[src/sfp_cfg.svh]
// Offsets, field positions, reset values and timing figures of the fiber
// port control block.
// Assumes it is included by its bare name from the package and the top.
`ifndef SFP_CFG_SVH
`define SFP_CFG_SVH

// Register byte offsets.
`define SFP_OFS_CTRL 8'h00
`define SFP_OFS_STATUS 8'h04
`define SFP_OFS_CTLBITS 8'h08
`define SFP_OFS_CMD 8'h0c

// Control register fields.
`define SFP_CTRL_MODE_LO 0
`define SFP_CTRL_MODE_HI 2
`define SFP_CTRL_AUTO_FS 3
`define SFP_CTRL_CHECK 4
`define SFP_CTRL_EPOCH 5
`define SFP_CTRL_RATE 6
`define SFP_CTRL_PORT_FIBER 7

// Status register fields.
`define SFP_ST_RX_LIGHT 0
`define SFP_ST_RX_TRAFFIC 1
`define SFP_ST_TX_ON 2
`define SFP_ST_TX_TRAFFIC 3
`define SFP_ST_ACTIVITY 4
`define SFP_ST_CONFLICT 5
`define SFP_ST_PAUSED 6

// Recovered control bit fields.
`define SFP_CB_PIO1 0
`define SFP_CB_PIO2 1
`define SFP_CB_DIR 2
`define SFP_CB_NRDY 3
`define SFP_CB_FAULT 4

// Command register fields.
`define SFP_CMD_FRAME_START 0

// Mode encodings; any other code acts as the disabled mode.
`define SFP_MODE_FORWARD 3'h0
`define SFP_MODE_DISABLED 3'h1
`define SFP_MODE_UNFILTERED 3'h2
`define SFP_MODE_SOURCE 3'h3
`define SFP_MODE_CHAIN_ADD 3'h4

// Reset values.
`define SFP_RST_MODE `SFP_MODE_FORWARD
`define SFP_RST_AUTO_FS 1'b0
`define SFP_RST_CHECK 1'b1
`define SFP_RST_EPOCH 1'b0
`define SFP_RST_RATE 1'b0
`define SFP_RST_PORT_FIBER 1'b0

// Activity hold interval and clock rate.
`define SFP_HOLD_MS 500
`define SFP_CLK_KHZ 100000

`endif

[src/sfp_pkg.sv]
// Types shared by the fiber port control block and its surroundings.
// Assumes sfp_cfg.svh is on the include path.
`default_nettype none
`include "sfp_cfg.svh"

package sfp_pkg;

  // Kind of a word travelling on the link.
  typedef enum logic [1:0] {
    SFP_KIND_DATA = 2'h0,
    SFP_KIND_EPOCH_END = 2'h1,
    SFP_KIND_FRAME_START = 2'h2,
    SFP_KIND_IDLE = 2'h3
  } sfp_kind_t;

  // One link word with its kind.
  typedef struct packed {
    sfp_kind_t kind;
    logic [31:0] data;
  } sfp_word_t;

  // Control bits embedded in the serial stream.
  typedef struct packed {
    logic nrdy;
    logic dir;
    logic pio2;
    logic pio1;
  } sfp_ctlbits_t;

  // Host register port request.
  typedef struct packed {
    logic [7:0] addr;
    logic [31:0] wdata;
    logic wr;
    logic rd;
  } sfp_reg_req_t;

endpackage
`default_nettype wire
[src/sfp_ctrl.sv]
// Fiber port control: mode selection, link word multiplexing, activity
// indicators, control bit recovery and register port.
// Assumes all inputs are synchronous to clk_i and the host keeps its
// register strobes one cycle long and never both at once.
`timescale 1ns/10ps
`default_nettype none
`include "sfp_cfg.svh"

// Retriggerable hold counter; busy while the interval has not run out.
module sfp_hold_cnt #(
  parameter int CW = 26,
  parameter logic [CW-1:0] HOLD = '1
) (
  input wire logic clk_i,
  input wire logic rst_b_i,
  input wire logic kick_i,
  output logic busy_o
);
  logic [CW-1:0] cnt_ff;

  // Reload on every kick_i pulse, otherwise count down to zero.
  always_ff @(posedge clk_i) begin
    if (!rst_b_i) begin
      cnt_ff <= '0;
    end else if (kick_i) begin
      cnt_ff <= HOLD;
    end else if (cnt_ff != '0) begin
      cnt_ff <= cnt_ff - {{(CW-1){1'b0}}, 1'b1};
    end
  end

  assign busy_o = (cnt_ff != '0);
endmodule // sfp_hold_cnt

// Contract
// - Receive light indicator follows optical energy.
// - Receive traffic indicator held 500 ms.
// - Transmit enabled indicator while transmitter on.
// - Local transmit traffic indicator held 500 ms.
// - Activity flag when either lamp blinks.
// - Recover and expose embedded control bits.
// - Fault when no light or unsynchronised.
// - Source mode sends frame start after epoch.
// - Chain mode retransmits received epochs unchanged.
// - Chain mode inserts own epoch before frame start.
// - Auto frame start needs epoch generation, mode.
// - Auto default off; software frame starts pass.
// - One enable for check code both ways.
// - Unfiltered mode streams raw samples on link.
// - Disabled mode stops link, keeps control bits.
// - Disabled with fiber destination pauses acquisition.
// - Forward mode at reset copies received data.
// - Fiber destination in forward mode flags conflict.
// - Source mode sends filtered block when available.
// - Two link rates, default the slower one.
// - Unfiltered mode starts on trigger, ends on change.
module sfp_ctrl #(
  parameter int CW = 26,
  parameter logic [CW-1:0] HOLD_CYC =
    CW'(`SFP_HOLD_MS * (`SFP_CLK_KHZ))
) (
  input wire logic clk_i,
  input wire logic rst_b_i,
  // Register port.
  input wire sfp_pkg::sfp_reg_req_t reg_req_i,
  output logic [31:0] reg_rdata_o,
  // Receive side of the link.
  input wire logic rx_light_i,
  input wire logic rx_sync_i,
  input wire sfp_pkg::sfp_word_t rx_word_i,
  input wire logic rx_valid_i,
  output logic rx_ready_o,
  input wire sfp_pkg::sfp_ctlbits_t rx_ctl_i,
  input wire logic rx_ctl_valid_i,
  // Local filtered epoch source.
  input wire logic blk_avail_i,
  input wire logic [31:0] loc_data_i,
  input wire logic loc_valid_i,
  input wire logic loc_last_i,
  output logic loc_ready_o,
  // Raw converter samples and measurement trigger.
  input wire logic [31:0] raw_data_i,
  input wire logic raw_valid_i,
  input wire logic trigger_i,
  // Transmit side of the link and link settings.
  output sfp_pkg::sfp_word_t tx_word_o,
  output logic tx_valid_o,
  output logic tx_en_o,
  output logic rx_en_o,
  output logic check_code_en_o,
  output logic rate_fast_o,
  output logic acq_halt_o
);
  import sfp_pkg::*;

  typedef enum logic [2:0] {
    ST_IDLE, ST_LOCAL, ST_EPOCH_END, ST_FRAME_START, ST_RAW_WAIT, ST_RAW
  } sfp_state_t;

  sfp_state_t state_ff, nxt_state;
  logic [2:0] link_mode_ff;
  logic auto_frame_start_en_ff, check_code_en_ff, epoch_gen_en_ff;
  logic rate_fast_ff, port_fiber_ff;
  logic config_conflict_flag_ff, sw_fs_pend_ff, held_fs_ff, nxt_held_fs;
  logic [31:0] reg_rdata_ff;
  sfp_ctlbits_t ctl_ff;
  sfp_word_t tx_word_ff, nxt_tx_word;
  logic tx_valid_ff, nxt_tx_valid, tx_local_kick, sw_fs_sent;
  logic rx_ready_ff, loc_ready_ff, tx_en_ff, rx_en_ff, acq_halt_ff;
  logic rx_busy, tx_busy, rx_kick;
  logic m_fwd, m_off, m_raw, m_src, m_chain, auto_eff, link_fault_result;
  logic rx_take, loc_take, wr_ctrl, wr_status, wr_cmd;
  logic [31:0] st_word, cb_word;

  // Mode decode; unused codes fall into the disabled mode.
  assign m_fwd = (link_mode_ff == `SFP_MODE_FORWARD);
  assign m_raw = (link_mode_ff == `SFP_MODE_UNFILTERED);
  assign m_src = (link_mode_ff == `SFP_MODE_SOURCE);
  assign m_chain = (link_mode_ff == `SFP_MODE_CHAIN_ADD);
  assign m_off = !(m_fwd || m_raw || m_src || m_chain);

  // Auto frame starts act only with epoch generation in the right modes.
  assign auto_eff = auto_frame_start_en_ff && epoch_gen_en_ff &&
                    (m_src || m_chain);

  // Fault when light is missing or the receiver has not locked.
  assign link_fault_result = !rx_light_i || !rx_sync_i;

  assign rx_take = rx_valid_i && rx_ready_ff;
  assign loc_take = loc_valid_i && loc_ready_ff;

  // Register write decode.
  assign wr_ctrl = reg_req_i.wr && (reg_req_i.addr == `SFP_OFS_CTRL);
  assign wr_status = reg_req_i.wr && (reg_req_i.addr == `SFP_OFS_STATUS);
  assign wr_cmd = reg_req_i.wr && (reg_req_i.addr == `SFP_OFS_CMD);

  // Control register; the mode field resets to the forward mode.
  always_ff @(posedge clk_i) begin
    if (!rst_b_i) begin
      link_mode_ff <= `SFP_RST_MODE;
      auto_frame_start_en_ff <= `SFP_RST_AUTO_FS;
      check_code_en_ff <= `SFP_RST_CHECK;
      epoch_gen_en_ff <= `SFP_RST_EPOCH;
      rate_fast_ff <= `SFP_RST_RATE;
      port_fiber_ff <= `SFP_RST_PORT_FIBER;
    end else if (wr_ctrl) begin
      link_mode_ff <= reg_req_i.wdata[`SFP_CTRL_MODE_HI:`SFP_CTRL_MODE_LO];
      auto_frame_start_en_ff <= reg_req_i.wdata[`SFP_CTRL_AUTO_FS];
      check_code_en_ff <= reg_req_i.wdata[`SFP_CTRL_CHECK];
      epoch_gen_en_ff <= reg_req_i.wdata[`SFP_CTRL_EPOCH];
      rate_fast_ff <= reg_req_i.wdata[`SFP_CTRL_RATE];
      port_fiber_ff <= reg_req_i.wdata[`SFP_CTRL_PORT_FIBER];
    end
  end

  // Conflict flag: sticky, write one to clear, a new conflict wins.
  always_ff @(posedge clk_i) begin
    if (!rst_b_i) begin
      config_conflict_flag_ff <= 1'b0;
    end else if (port_fiber_ff && (m_fwd || m_raw)) begin
      config_conflict_flag_ff <= 1'b1;
    end else if (wr_status && reg_req_i.wdata[`SFP_ST_CONFLICT]) begin
      config_conflict_flag_ff <= 1'b0;
    end
  end

  // Software frame start request waits until a free transmit slot.
  always_ff @(posedge clk_i) begin
    if (!rst_b_i) begin
      sw_fs_pend_ff <= 1'b0;
    end else if (wr_cmd && reg_req_i.wdata[`SFP_CMD_FRAME_START]) begin
      sw_fs_pend_ff <= 1'b1;
    end else if (sw_fs_sent) begin
      sw_fs_pend_ff <= 1'b0;
    end
  end

  // Control bits are captured in every mode, the disabled one included.
  always_ff @(posedge clk_i) begin
    if (!rst_b_i) begin
      ctl_ff <= '0;
    end else if (rx_ctl_valid_i) begin
      ctl_ff <= rx_ctl_i;
    end
  end

  // Link word sequencer.
  always_comb begin
    nxt_state = state_ff;
    nxt_held_fs = held_fs_ff;
    nxt_tx_word = '{kind: SFP_KIND_IDLE, data: 32'h0000_0000};
    nxt_tx_valid = 1'b0;
    tx_local_kick = 1'b0;
    sw_fs_sent = 1'b0;
    unique case (state_ff)
      ST_IDLE: begin
        if (m_raw) begin
          nxt_state = ST_RAW_WAIT;
        end else if (m_src && blk_avail_i) begin
          nxt_state = ST_LOCAL;
        end else if ((m_fwd || m_chain) && rx_take) begin
          if (m_chain && rx_word_i.kind == SFP_KIND_FRAME_START &&
              loc_valid_i) begin
            nxt_held_fs = 1'b1;
            nxt_state = ST_LOCAL;
          end else if (m_chain && !auto_eff &&
                       rx_word_i.kind == SFP_KIND_FRAME_START) begin
            nxt_tx_valid = 1'b0;
          end else begin
            nxt_tx_word = rx_word_i;
            nxt_tx_valid = 1'b1;
          end
        end
        if (!nxt_tx_valid && nxt_state == ST_IDLE && sw_fs_pend_ff &&
            !m_off) begin
          nxt_tx_word.kind = SFP_KIND_FRAME_START;
          nxt_tx_valid = 1'b1;
          sw_fs_sent = 1'b1;
        end
      end
      ST_LOCAL: begin
        if (!(m_src || m_chain)) begin
          nxt_state = ST_IDLE;
          nxt_held_fs = 1'b0;
        end else if (loc_take) begin
          nxt_tx_word = '{kind: SFP_KIND_DATA, data: loc_data_i};
          nxt_tx_valid = 1'b1;
          tx_local_kick = 1'b1;
          if (loc_last_i) begin
            nxt_state = ST_EPOCH_END;
          end
        end
      end
      ST_EPOCH_END: begin
        nxt_tx_word.kind = SFP_KIND_EPOCH_END;
        nxt_tx_valid = 1'b1;
        if ((m_src && auto_eff) || (m_chain && held_fs_ff)) begin
          nxt_state = ST_FRAME_START;
        end else begin
          nxt_state = ST_IDLE;
        end
      end
      ST_FRAME_START: begin
        nxt_tx_word.kind = SFP_KIND_FRAME_START;
        nxt_tx_valid = auto_eff;
        nxt_held_fs = 1'b0;
        nxt_state = ST_IDLE;
      end
      ST_RAW_WAIT: begin
        if (!m_raw) begin
          nxt_state = ST_IDLE;
        end else if (trigger_i) begin
          nxt_state = ST_RAW;
        end
      end
      ST_RAW: begin
        if (!m_raw || link_fault_result) begin
          nxt_state = ST_IDLE;
        end else if (raw_valid_i) begin
          nxt_tx_word = '{kind: SFP_KIND_DATA, data: raw_data_i};
          nxt_tx_valid = 1'b1;
          tx_local_kick = 1'b1;
        end
      end
    endcase
  end

  // Sequencer state, link outputs and handshakes.
  always_ff @(posedge clk_i) begin
    if (!rst_b_i) begin
      state_ff <= ST_IDLE;
      held_fs_ff <= 1'b0;
      tx_word_ff <= '{kind: SFP_KIND_IDLE, data: 32'h0000_0000};
      tx_valid_ff <= 1'b0;
      rx_ready_ff <= 1'b0;
      loc_ready_ff <= 1'b0;
    end else begin
      state_ff <= nxt_state;
      held_fs_ff <= nxt_held_fs;
      tx_word_ff <= nxt_tx_word;
      tx_valid_ff <= nxt_tx_valid && !m_off;
      rx_ready_ff <= (nxt_state == ST_IDLE) || (nxt_state == ST_RAW_WAIT) ||
                     (nxt_state == ST_RAW);
      loc_ready_ff <= (nxt_state == ST_LOCAL) && !(loc_take && loc_last_i);
    end
  end

  // Link enables and acquisition pause.
  always_ff @(posedge clk_i) begin
    if (!rst_b_i) begin
      tx_en_ff <= 1'b0;
      rx_en_ff <= 1'b0;
      acq_halt_ff <= 1'b0;
    end else begin
      tx_en_ff <= !m_off;
      rx_en_ff <= !m_off;
      acq_halt_ff <= m_off && port_fiber_ff;
    end
  end

  // Receive traffic counts only data words while the receiver is on.
  assign rx_kick = rx_valid_i && rx_en_ff &&
                   (rx_word_i.kind == SFP_KIND_DATA);

  // Hold counters behind the blinking indicators.
  sfp_hold_cnt #(.CW(CW), .HOLD(HOLD_CYC)) u_rx_hold (
    .clk_i(clk_i),
    .rst_b_i(rst_b_i),
    .kick_i(rx_kick),
    .busy_o(rx_busy)
  );

  sfp_hold_cnt #(.CW(CW), .HOLD(HOLD_CYC)) u_tx_hold (
    .clk_i(clk_i),
    .rst_b_i(rst_b_i),
    .kick_i(tx_local_kick && !m_off),
    .busy_o(tx_busy)
  );

  // Readable status and recovered control bit words.
  always_comb begin
    st_word = 32'h0000_0000;
    st_word[`SFP_ST_RX_LIGHT] = rx_light_i;
    st_word[`SFP_ST_RX_TRAFFIC] = rx_busy;
    st_word[`SFP_ST_TX_ON] = tx_en_ff;
    st_word[`SFP_ST_TX_TRAFFIC] = tx_busy;
    st_word[`SFP_ST_ACTIVITY] = rx_busy || tx_busy;
    st_word[`SFP_ST_CONFLICT] = config_conflict_flag_ff;
    st_word[`SFP_ST_PAUSED] = acq_halt_ff;
    cb_word = 32'h0000_0000;
    cb_word[`SFP_CB_PIO1] = ctl_ff.pio1;
    cb_word[`SFP_CB_PIO2] = ctl_ff.pio2;
    cb_word[`SFP_CB_DIR] = ctl_ff.dir;
    cb_word[`SFP_CB_NRDY] = ctl_ff.nrdy;
    cb_word[`SFP_CB_FAULT] = link_fault_result;
  end

  // Read data stand in the cycle after the strobe only.
  always_ff @(posedge clk_i) begin
    if (!rst_b_i) begin
      reg_rdata_ff <= 32'h0000_0000;
    end else if (reg_req_i.rd) begin
      unique case (reg_req_i.addr)
        `SFP_OFS_CTRL: begin
          reg_rdata_ff <= {24'h00_0000, port_fiber_ff, rate_fast_ff,
                           epoch_gen_en_ff, check_code_en_ff,
                           auto_frame_start_en_ff, link_mode_ff};
        end
        `SFP_OFS_STATUS: begin
          reg_rdata_ff <= st_word;
        end
        `SFP_OFS_CTLBITS: begin
          reg_rdata_ff <= cb_word;
        end
        default: begin
          reg_rdata_ff <= 32'h0000_0000;
        end
      endcase
    end else begin
      reg_rdata_ff <= 32'h0000_0000;
    end
  end

  assign reg_rdata_o = reg_rdata_ff;
  assign rx_ready_o = rx_ready_ff;
  assign loc_ready_o = loc_ready_ff;
  assign tx_word_o = tx_word_ff;
  assign tx_valid_o = tx_valid_ff;
  assign tx_en_o = tx_en_ff;
  assign rx_en_o = rx_en_ff;
  assign check_code_en_o = check_code_en_ff;
  assign rate_fast_o = rate_fast_ff;
  assign acq_halt_o = acq_halt_ff;
endmodule // sfp_ctrl
`default_nettype wire

[config.mk]
export PLATFORM = sky130hd
export DESIGN_NAME = sfp_ctrl
export DESIGN_NICKNAME = d
export VERILOG_FILES = /design/src/sfp_pkg.sv /design/src/sfp_ctrl.sv
export VERILOG_INCLUDE_DIRS = /design/src /design/src/src
export SDC_FILE = /design/constraint.sdc
export NUM_CORES = 1
export LEC_CHECK = 0
export BUFFER_PORTS_ARGS = -buffer_cell sky130_fd_sc_hd__buf_2
export CAP_MARGIN = 20
export CORE_MARGIN = 2
export CORE_UTILIZATION = 50
export DETAILED_ROUTE_END_ITERATION = 16
export PLACE_DENSITY = 0.82
export SETUP_SLACK_MARGIN = 0.4
export SKIP_CTS_REPAIR_TIMING = 1
export SYNTH_ARGS = -nofsm -noshare
export SYNTH_HDL_FRONTEND = slang
export SYNTH_SLANG_ARGS = --single-unit
[constraint.sdc]
create_clock -name clk_i -period 3.4 [get_ports clk_i]
set_input_delay 0.17 -clock clk_i [delete_from_list [all_inputs] [get_ports clk_i]]
set_output_delay 0.17 -clock clk_i [all_outputs]
set_load 0.01 [all_outputs]
# After elaboration in Yosys (flattened, before gate mapping)
# Cells that the tools add are included.
# W data, S select, Z words.
dict set report word_totals {
  ff_bits 141
  input_bits 155
  out_inout_bits 74
}
dict set report classes {
  addsub 2
  n_eq_ne 20
  n_mux 55
  n_bitwise 1
  reduce_logical 63
}
# cell n
set op_table {}
lappend op_table {{$mux W34} 9}
lappend op_table {{$mux W26} 4}
lappend op_table {{$pmux W32 S3} 1}
lappend op_table {{$reduce_bool A26 Y1} 2}
lappend op_table {{$sub A26 B1 Y26 const B} 2}
lappend op_table {{$mux W3} 11}
lappend op_table {{$logic_and A1 B1 Y1} 28}
lappend op_table {{$pmux W8 S3} 1}
lappend op_table {{$mux W1} 22}
lappend op_table {{$pmux W3 S6} 1}
lappend op_table {{$eq A8 B4 Y1 const B} 2}
lappend op_table {{$eq A3 B3 Y1 const B} 5}
lappend op_table {{$eq A3 B2 Y1 const B} 4}
lappend op_table {{$logic_not A3 Y1} 4}
lappend op_table {{$logic_or A1 B1 Y1} 11}
lappend op_table {{$ne A2 B2 Y1 const B} 5}
lappend op_table {{$pmux W2 S5} 1}
lappend op_table {{$eq A8 B3 Y1 const B} 1}
lappend op_table {{$logic_not A8 Y1} 1}
lappend op_table {{$reduce_bool A2 Y1} 4}
lappend op_table {{$logic_not A1 Y1} 7}
lappend op_table {{$eq A3 B1 Y1 const B} 2}
lappend op_table {{$reduce_and A6 Y1} 1}
lappend op_table {{$pmux W1 S5} 1}
lappend op_table {{9 further kinds} 11}

# Logic depth before layout (Yosys ltp)
dict set report logic_depth {
  ltp_word 20
  depth_mapped 8
}

# Modules after synthesis
# Synthesis repeated with hierarchy kept, for this count alone.
dict set report hier_totals {
  cells_unflattened 626
  hier_area_um2 5796.8
}
# module n_inst cells_each area_per_inst_um2 seq_area_each_um2
set by_module_without_submodules {}
lappend by_module_without_submodules {sfp_ctrl 1 326 3071.7 1301.2}
lappend by_module_without_submodules {sfp_hold_cnt 2 150 1362.6 520.5}

# Least setup slack after synthesis
# No wires, ideal clock.
dict set report synth_timing {
  kind {flip-flop to flip-flop}
  startpoint {register u_tx_hold.cnt_ff[8]}
  endpoint {register u_tx_hold.cnt_ff[12]}
  setup_time_ns 0.130
  arrival_time_ns 2.038
  required_ns 3.270
  setup_slack_ns 1.233
  stages_incl_launch_ff 7
  period_less_slack_ns 2.167
  cell_sequence {dfxtp_1 > or4_4 > or4_1 > buf_2 > o31a_1 > a211oi_2 > nor3_2}
}
dict set report synth_between {
  elab_chain_len 3
  elab_cells_between_ends 5
  classes_between {add/sub: 1; mux: 2; reduce/logical: 2}
}
# item line
set synth_rtl {}
lappend synth_rtl {{start: declaration} sfp_ctrl.sv:19} ;# logic [CW-1:0] cnt_ff;
lappend synth_rtl {{start signal: assignment} sfp_ctrl.sv:28} ;# cnt_ff <= cnt_ff - {{(CW-1){1'b0}}, 1'b1};
lappend synth_rtl {{$sub A26 B1 Y26} sfp_ctrl.sv:28}
lappend synth_rtl {{$mux W26} sfp_ctrl.sv:27} ;# end else if (cnt_ff != '0) begin
lappend synth_rtl {{$mux W26} sfp_ctrl.sv:25} ;# end else if (kick_i) begin
# Several ways; a longest one is shown, not always the timed one. The select of a mux whose other input is x is not followed.
# A chain may end at the register's enable or synchronous reset.

# Final worst setup path
dict set report layout_timing {
  startpoint {register u_rx_hold.cnt_ff[3]}
  endpoint {register u_rx_hold.cnt_ff[7]}
}
dict set report layout_between {
  elab_chain_len 3
  elab_cells_between_ends 5
  classes_between {add/sub: 1; mux: 2; reduce/logical: 2}
}
# item line
set layout_rtl {}
lappend layout_rtl {{start: declaration} sfp_ctrl.sv:19}
lappend layout_rtl {{start signal: assignment} sfp_ctrl.sv:28}
lappend layout_rtl {{$sub A26 B1 Y26} sfp_ctrl.sv:28}
lappend layout_rtl {{$mux W26} sfp_ctrl.sv:27}
lappend layout_rtl {{$mux W26} sfp_ctrl.sv:25}
# Several ways; a longest one is shown, not always the timed one. The select of a mux whose other input is x is not followed.

==> flow_summary.toml <==
[placement]
dp_hpwl_mm = 11.0
routabilityCongestion = 0.895
place_inst = 926
port_buffers = 180
pre_cts_ws_ns = 0.888

[route]
drc = 0
drtAntennaViolNets = 0
drtIter0Drc = 552
vias = 5809
avgViaCountPerCell = 6.04
wl_per_cell_um = 16.4
drt-total-wl_mm = 15.8
first_pass_iters = 8

[floorplanning]
rows = 38
core_um2 = 10900
die_w_um = 110
start_util_pct = 51.8
dieHeight_um = 110
pin_count = 229
die_area_um2 = 12200

[worst_setup_path]
critPathLaunchType = "register"
arrival_ns = 2.88
rr_startpoint = "u_rx_hold.cnt_ff[3]"
crit_type = "reg -> reg"
endpoint_kind = "register"
r2r_cells = 5
r2r-end = "u_rx_hold.cnt_ff[7]"
reg2reg_slack_ns = 0.82
cp-endpoint = "u_rx_hold.cnt_ff[7]"
setup.worst_path.start = "u_rx_hold.cnt_ff[3]"
crit_path_max_fanout = 9
worstPathRequired_ns = 3.70

[synthesis]
syn_area_per_cell_um2 = 8.75
netlist.area_leader.share_pct = 41.4
syn-instance-count = 647
yosysTopAreaCell = "dfxtp_1"
synth_top_family_by_area = "simple AND/OR/NAND/NOR gates"
yosys-mux-area-fraction_pct = 3.18
synth-edff-count = 0
yosys.area_share.simple_pct = 24.9
synth_area_um2 = 5660
synth_area_leaders = "dfxtp_1 (41%), nor2_1 (6.1%), a222oi_1 (5.7%)"
synth.distinct_cells = 69
synthFlopType = "dfxtp_1"
yosysWarnings = 0
yosysSeqAreaShare_pct = 41.4
async_reset_ff_share_pct = 0
synth_fa_ha_area_share_pct = 0.442
synth-xor-area-share_pct = 2.48
synth_compound_area_share_pct = 20.2
synth-seq-cells = 117

[pwr]
power.density_nw_per_um2 = 765
power_w = 0.00548
p_leak_nw = 3.16
peakVddDrop_uv = 555

[min_path]
hold_class = "in -> reg"
hold_start = "reg_req_i[8]"

[sta]
fin_skew_ns = 0.00986
hold_violations = 4
tns_ns = 0
rsz0062_at_grt = "false"
clock.fmax_mhz = 387
timing.final.ws_setup_ns = 0.818
post-route-period-util_pct = 75.9
worstMarginPinSlew_ns = 0.853
maxSlewHeadroom_pct = 42.7
setup_violations = 0
holdWs_ns = -0.00659
slew_viol_final = 0
fin_crit_ns = 2.58

[layout]
final_nets = 966
final_cells = 962
final_common_cell = "buf_2"
n_antenna_cell = 0
drive_above_1_share_pct = 29.1
syn2layout_area_growth_pct = 26.5
fillers = 898
mostFrequentLayoutCells = "buf_2 (180), dfxtp_1 (117), nor2_1 (92)"

[status]
violations = "hold timing"
status = "complete, but fails checks"

[cts]
root_buffer = "clkbuf_16"
insertion_delay_ns = 0.41
cts.sink_count = 117
htree_levels = 4
worst_setup_hold_path_clk_slew_ns = 0.06
cts_tree = "yes"
cts_made_buffers = 17
clk_path_buf_depth = 2

[global_routing]
first_global_vias = 5557
grt_overflow = 0
antenna_found_initial = 0
gr-usage-all-layers_pct = 24.9
grt_max_degree = 38
grt_pass1_wl_mm = 25.5

[job]
maxCapViolations = 0
## metal layers
| layer | global-route usage (%) | share of wire [%] |
|---|---|---|
| met1 | 28.9 | 39 |
| met2 | 43.8 | 52 |
| met3 | 6.26 | 7.0 |
| met4 | 10.3 | 2.0 |
| met5 | 0 | 0 |
## power breakdown
group	leakage [nW]	internal (W)	total, W	switching, W
registers	0.954	0.00159	0.00180	0.000211
clock network	0.266	0.00108	0.00175	0.000662
logic	1.94	0.000766	0.00193	0.00116
## through the flow
step	util [%]	cell area, um^2
final	65.5	7160
after CTS	64.9	7100
after detailed placement	59.5	6510
after global routing	65.5	7160
after floorplan	-	5750
after global placement	59.5	6510
## area by class of cell
cell class | instances | area [um^2] | area share [%]
well taps | 140 | 175 | 2.45
clock inverters | 14 | 156 | 2.18
flip-flops and latches | 117 | 2340 | 32.7
inverters | 15 | 56.3 | 0.786
multi-input cells | 469 | 3000 | 42.0
clock buffers | 18 | 429 | 5.99
repair buffers | 189 | 996 | 13.9
## worst min-delay path by stage
stage | endpoint | depth (start not counted)
final | rate_fast_o | 3
after floorplan | check_code_en_o | 2
after CTS | port_fiber_ff | 3
after global placement | check_code_en_o | 3
after global routing | tx_word_o[13] | 3
after detailed placement | check_code_en_o | 3
## logic make-up after synthesis
logic type / after synthesis
AND/OR/NAND/NOR: 258
AO/OA/AOI/OAI: 151
flip-flops: 117
buffers and inverters: 84
multiplexers: 18
XOR/XNOR: 16
adder cells (fa/ha/maj): 2
other: 1
## synth_stat cells (11+ instances only)
library cell  number
clkbuf_1          33
or4_1             15
a222oi_1          32
or3_1             16
o21ai_0           11
o31ai_1           12
nand2_1           24
a21oi_1           31
dfxtp_1          117
nor3_1            18
xnor2_1           12
mux2i_1           18
buf_4             25
a31oi_1           13
inv_1             15
nor2_1            92
nand4_1           12
## sequential cells by signal, indices dropped and copies added, names as in the netlist, 3 cells and up
name and flops:
u_rx_hold.cnt_ff 26, link_mode_ff 3, state_ff 3, u_tx_hold.cnt_ff 26
tx_word_o 34, cb_word 4, reg_rdata_o 8
## critical path, stage by stage, from the launching register on
cell and delay [ns]:
dfxtp_1 0.35, nor4_2 0.62, nand4b_1 0.39, nand3b_1 0.51, and4_1 0.34, o31a_1 0.27
(Power assumes the default switching activity.)
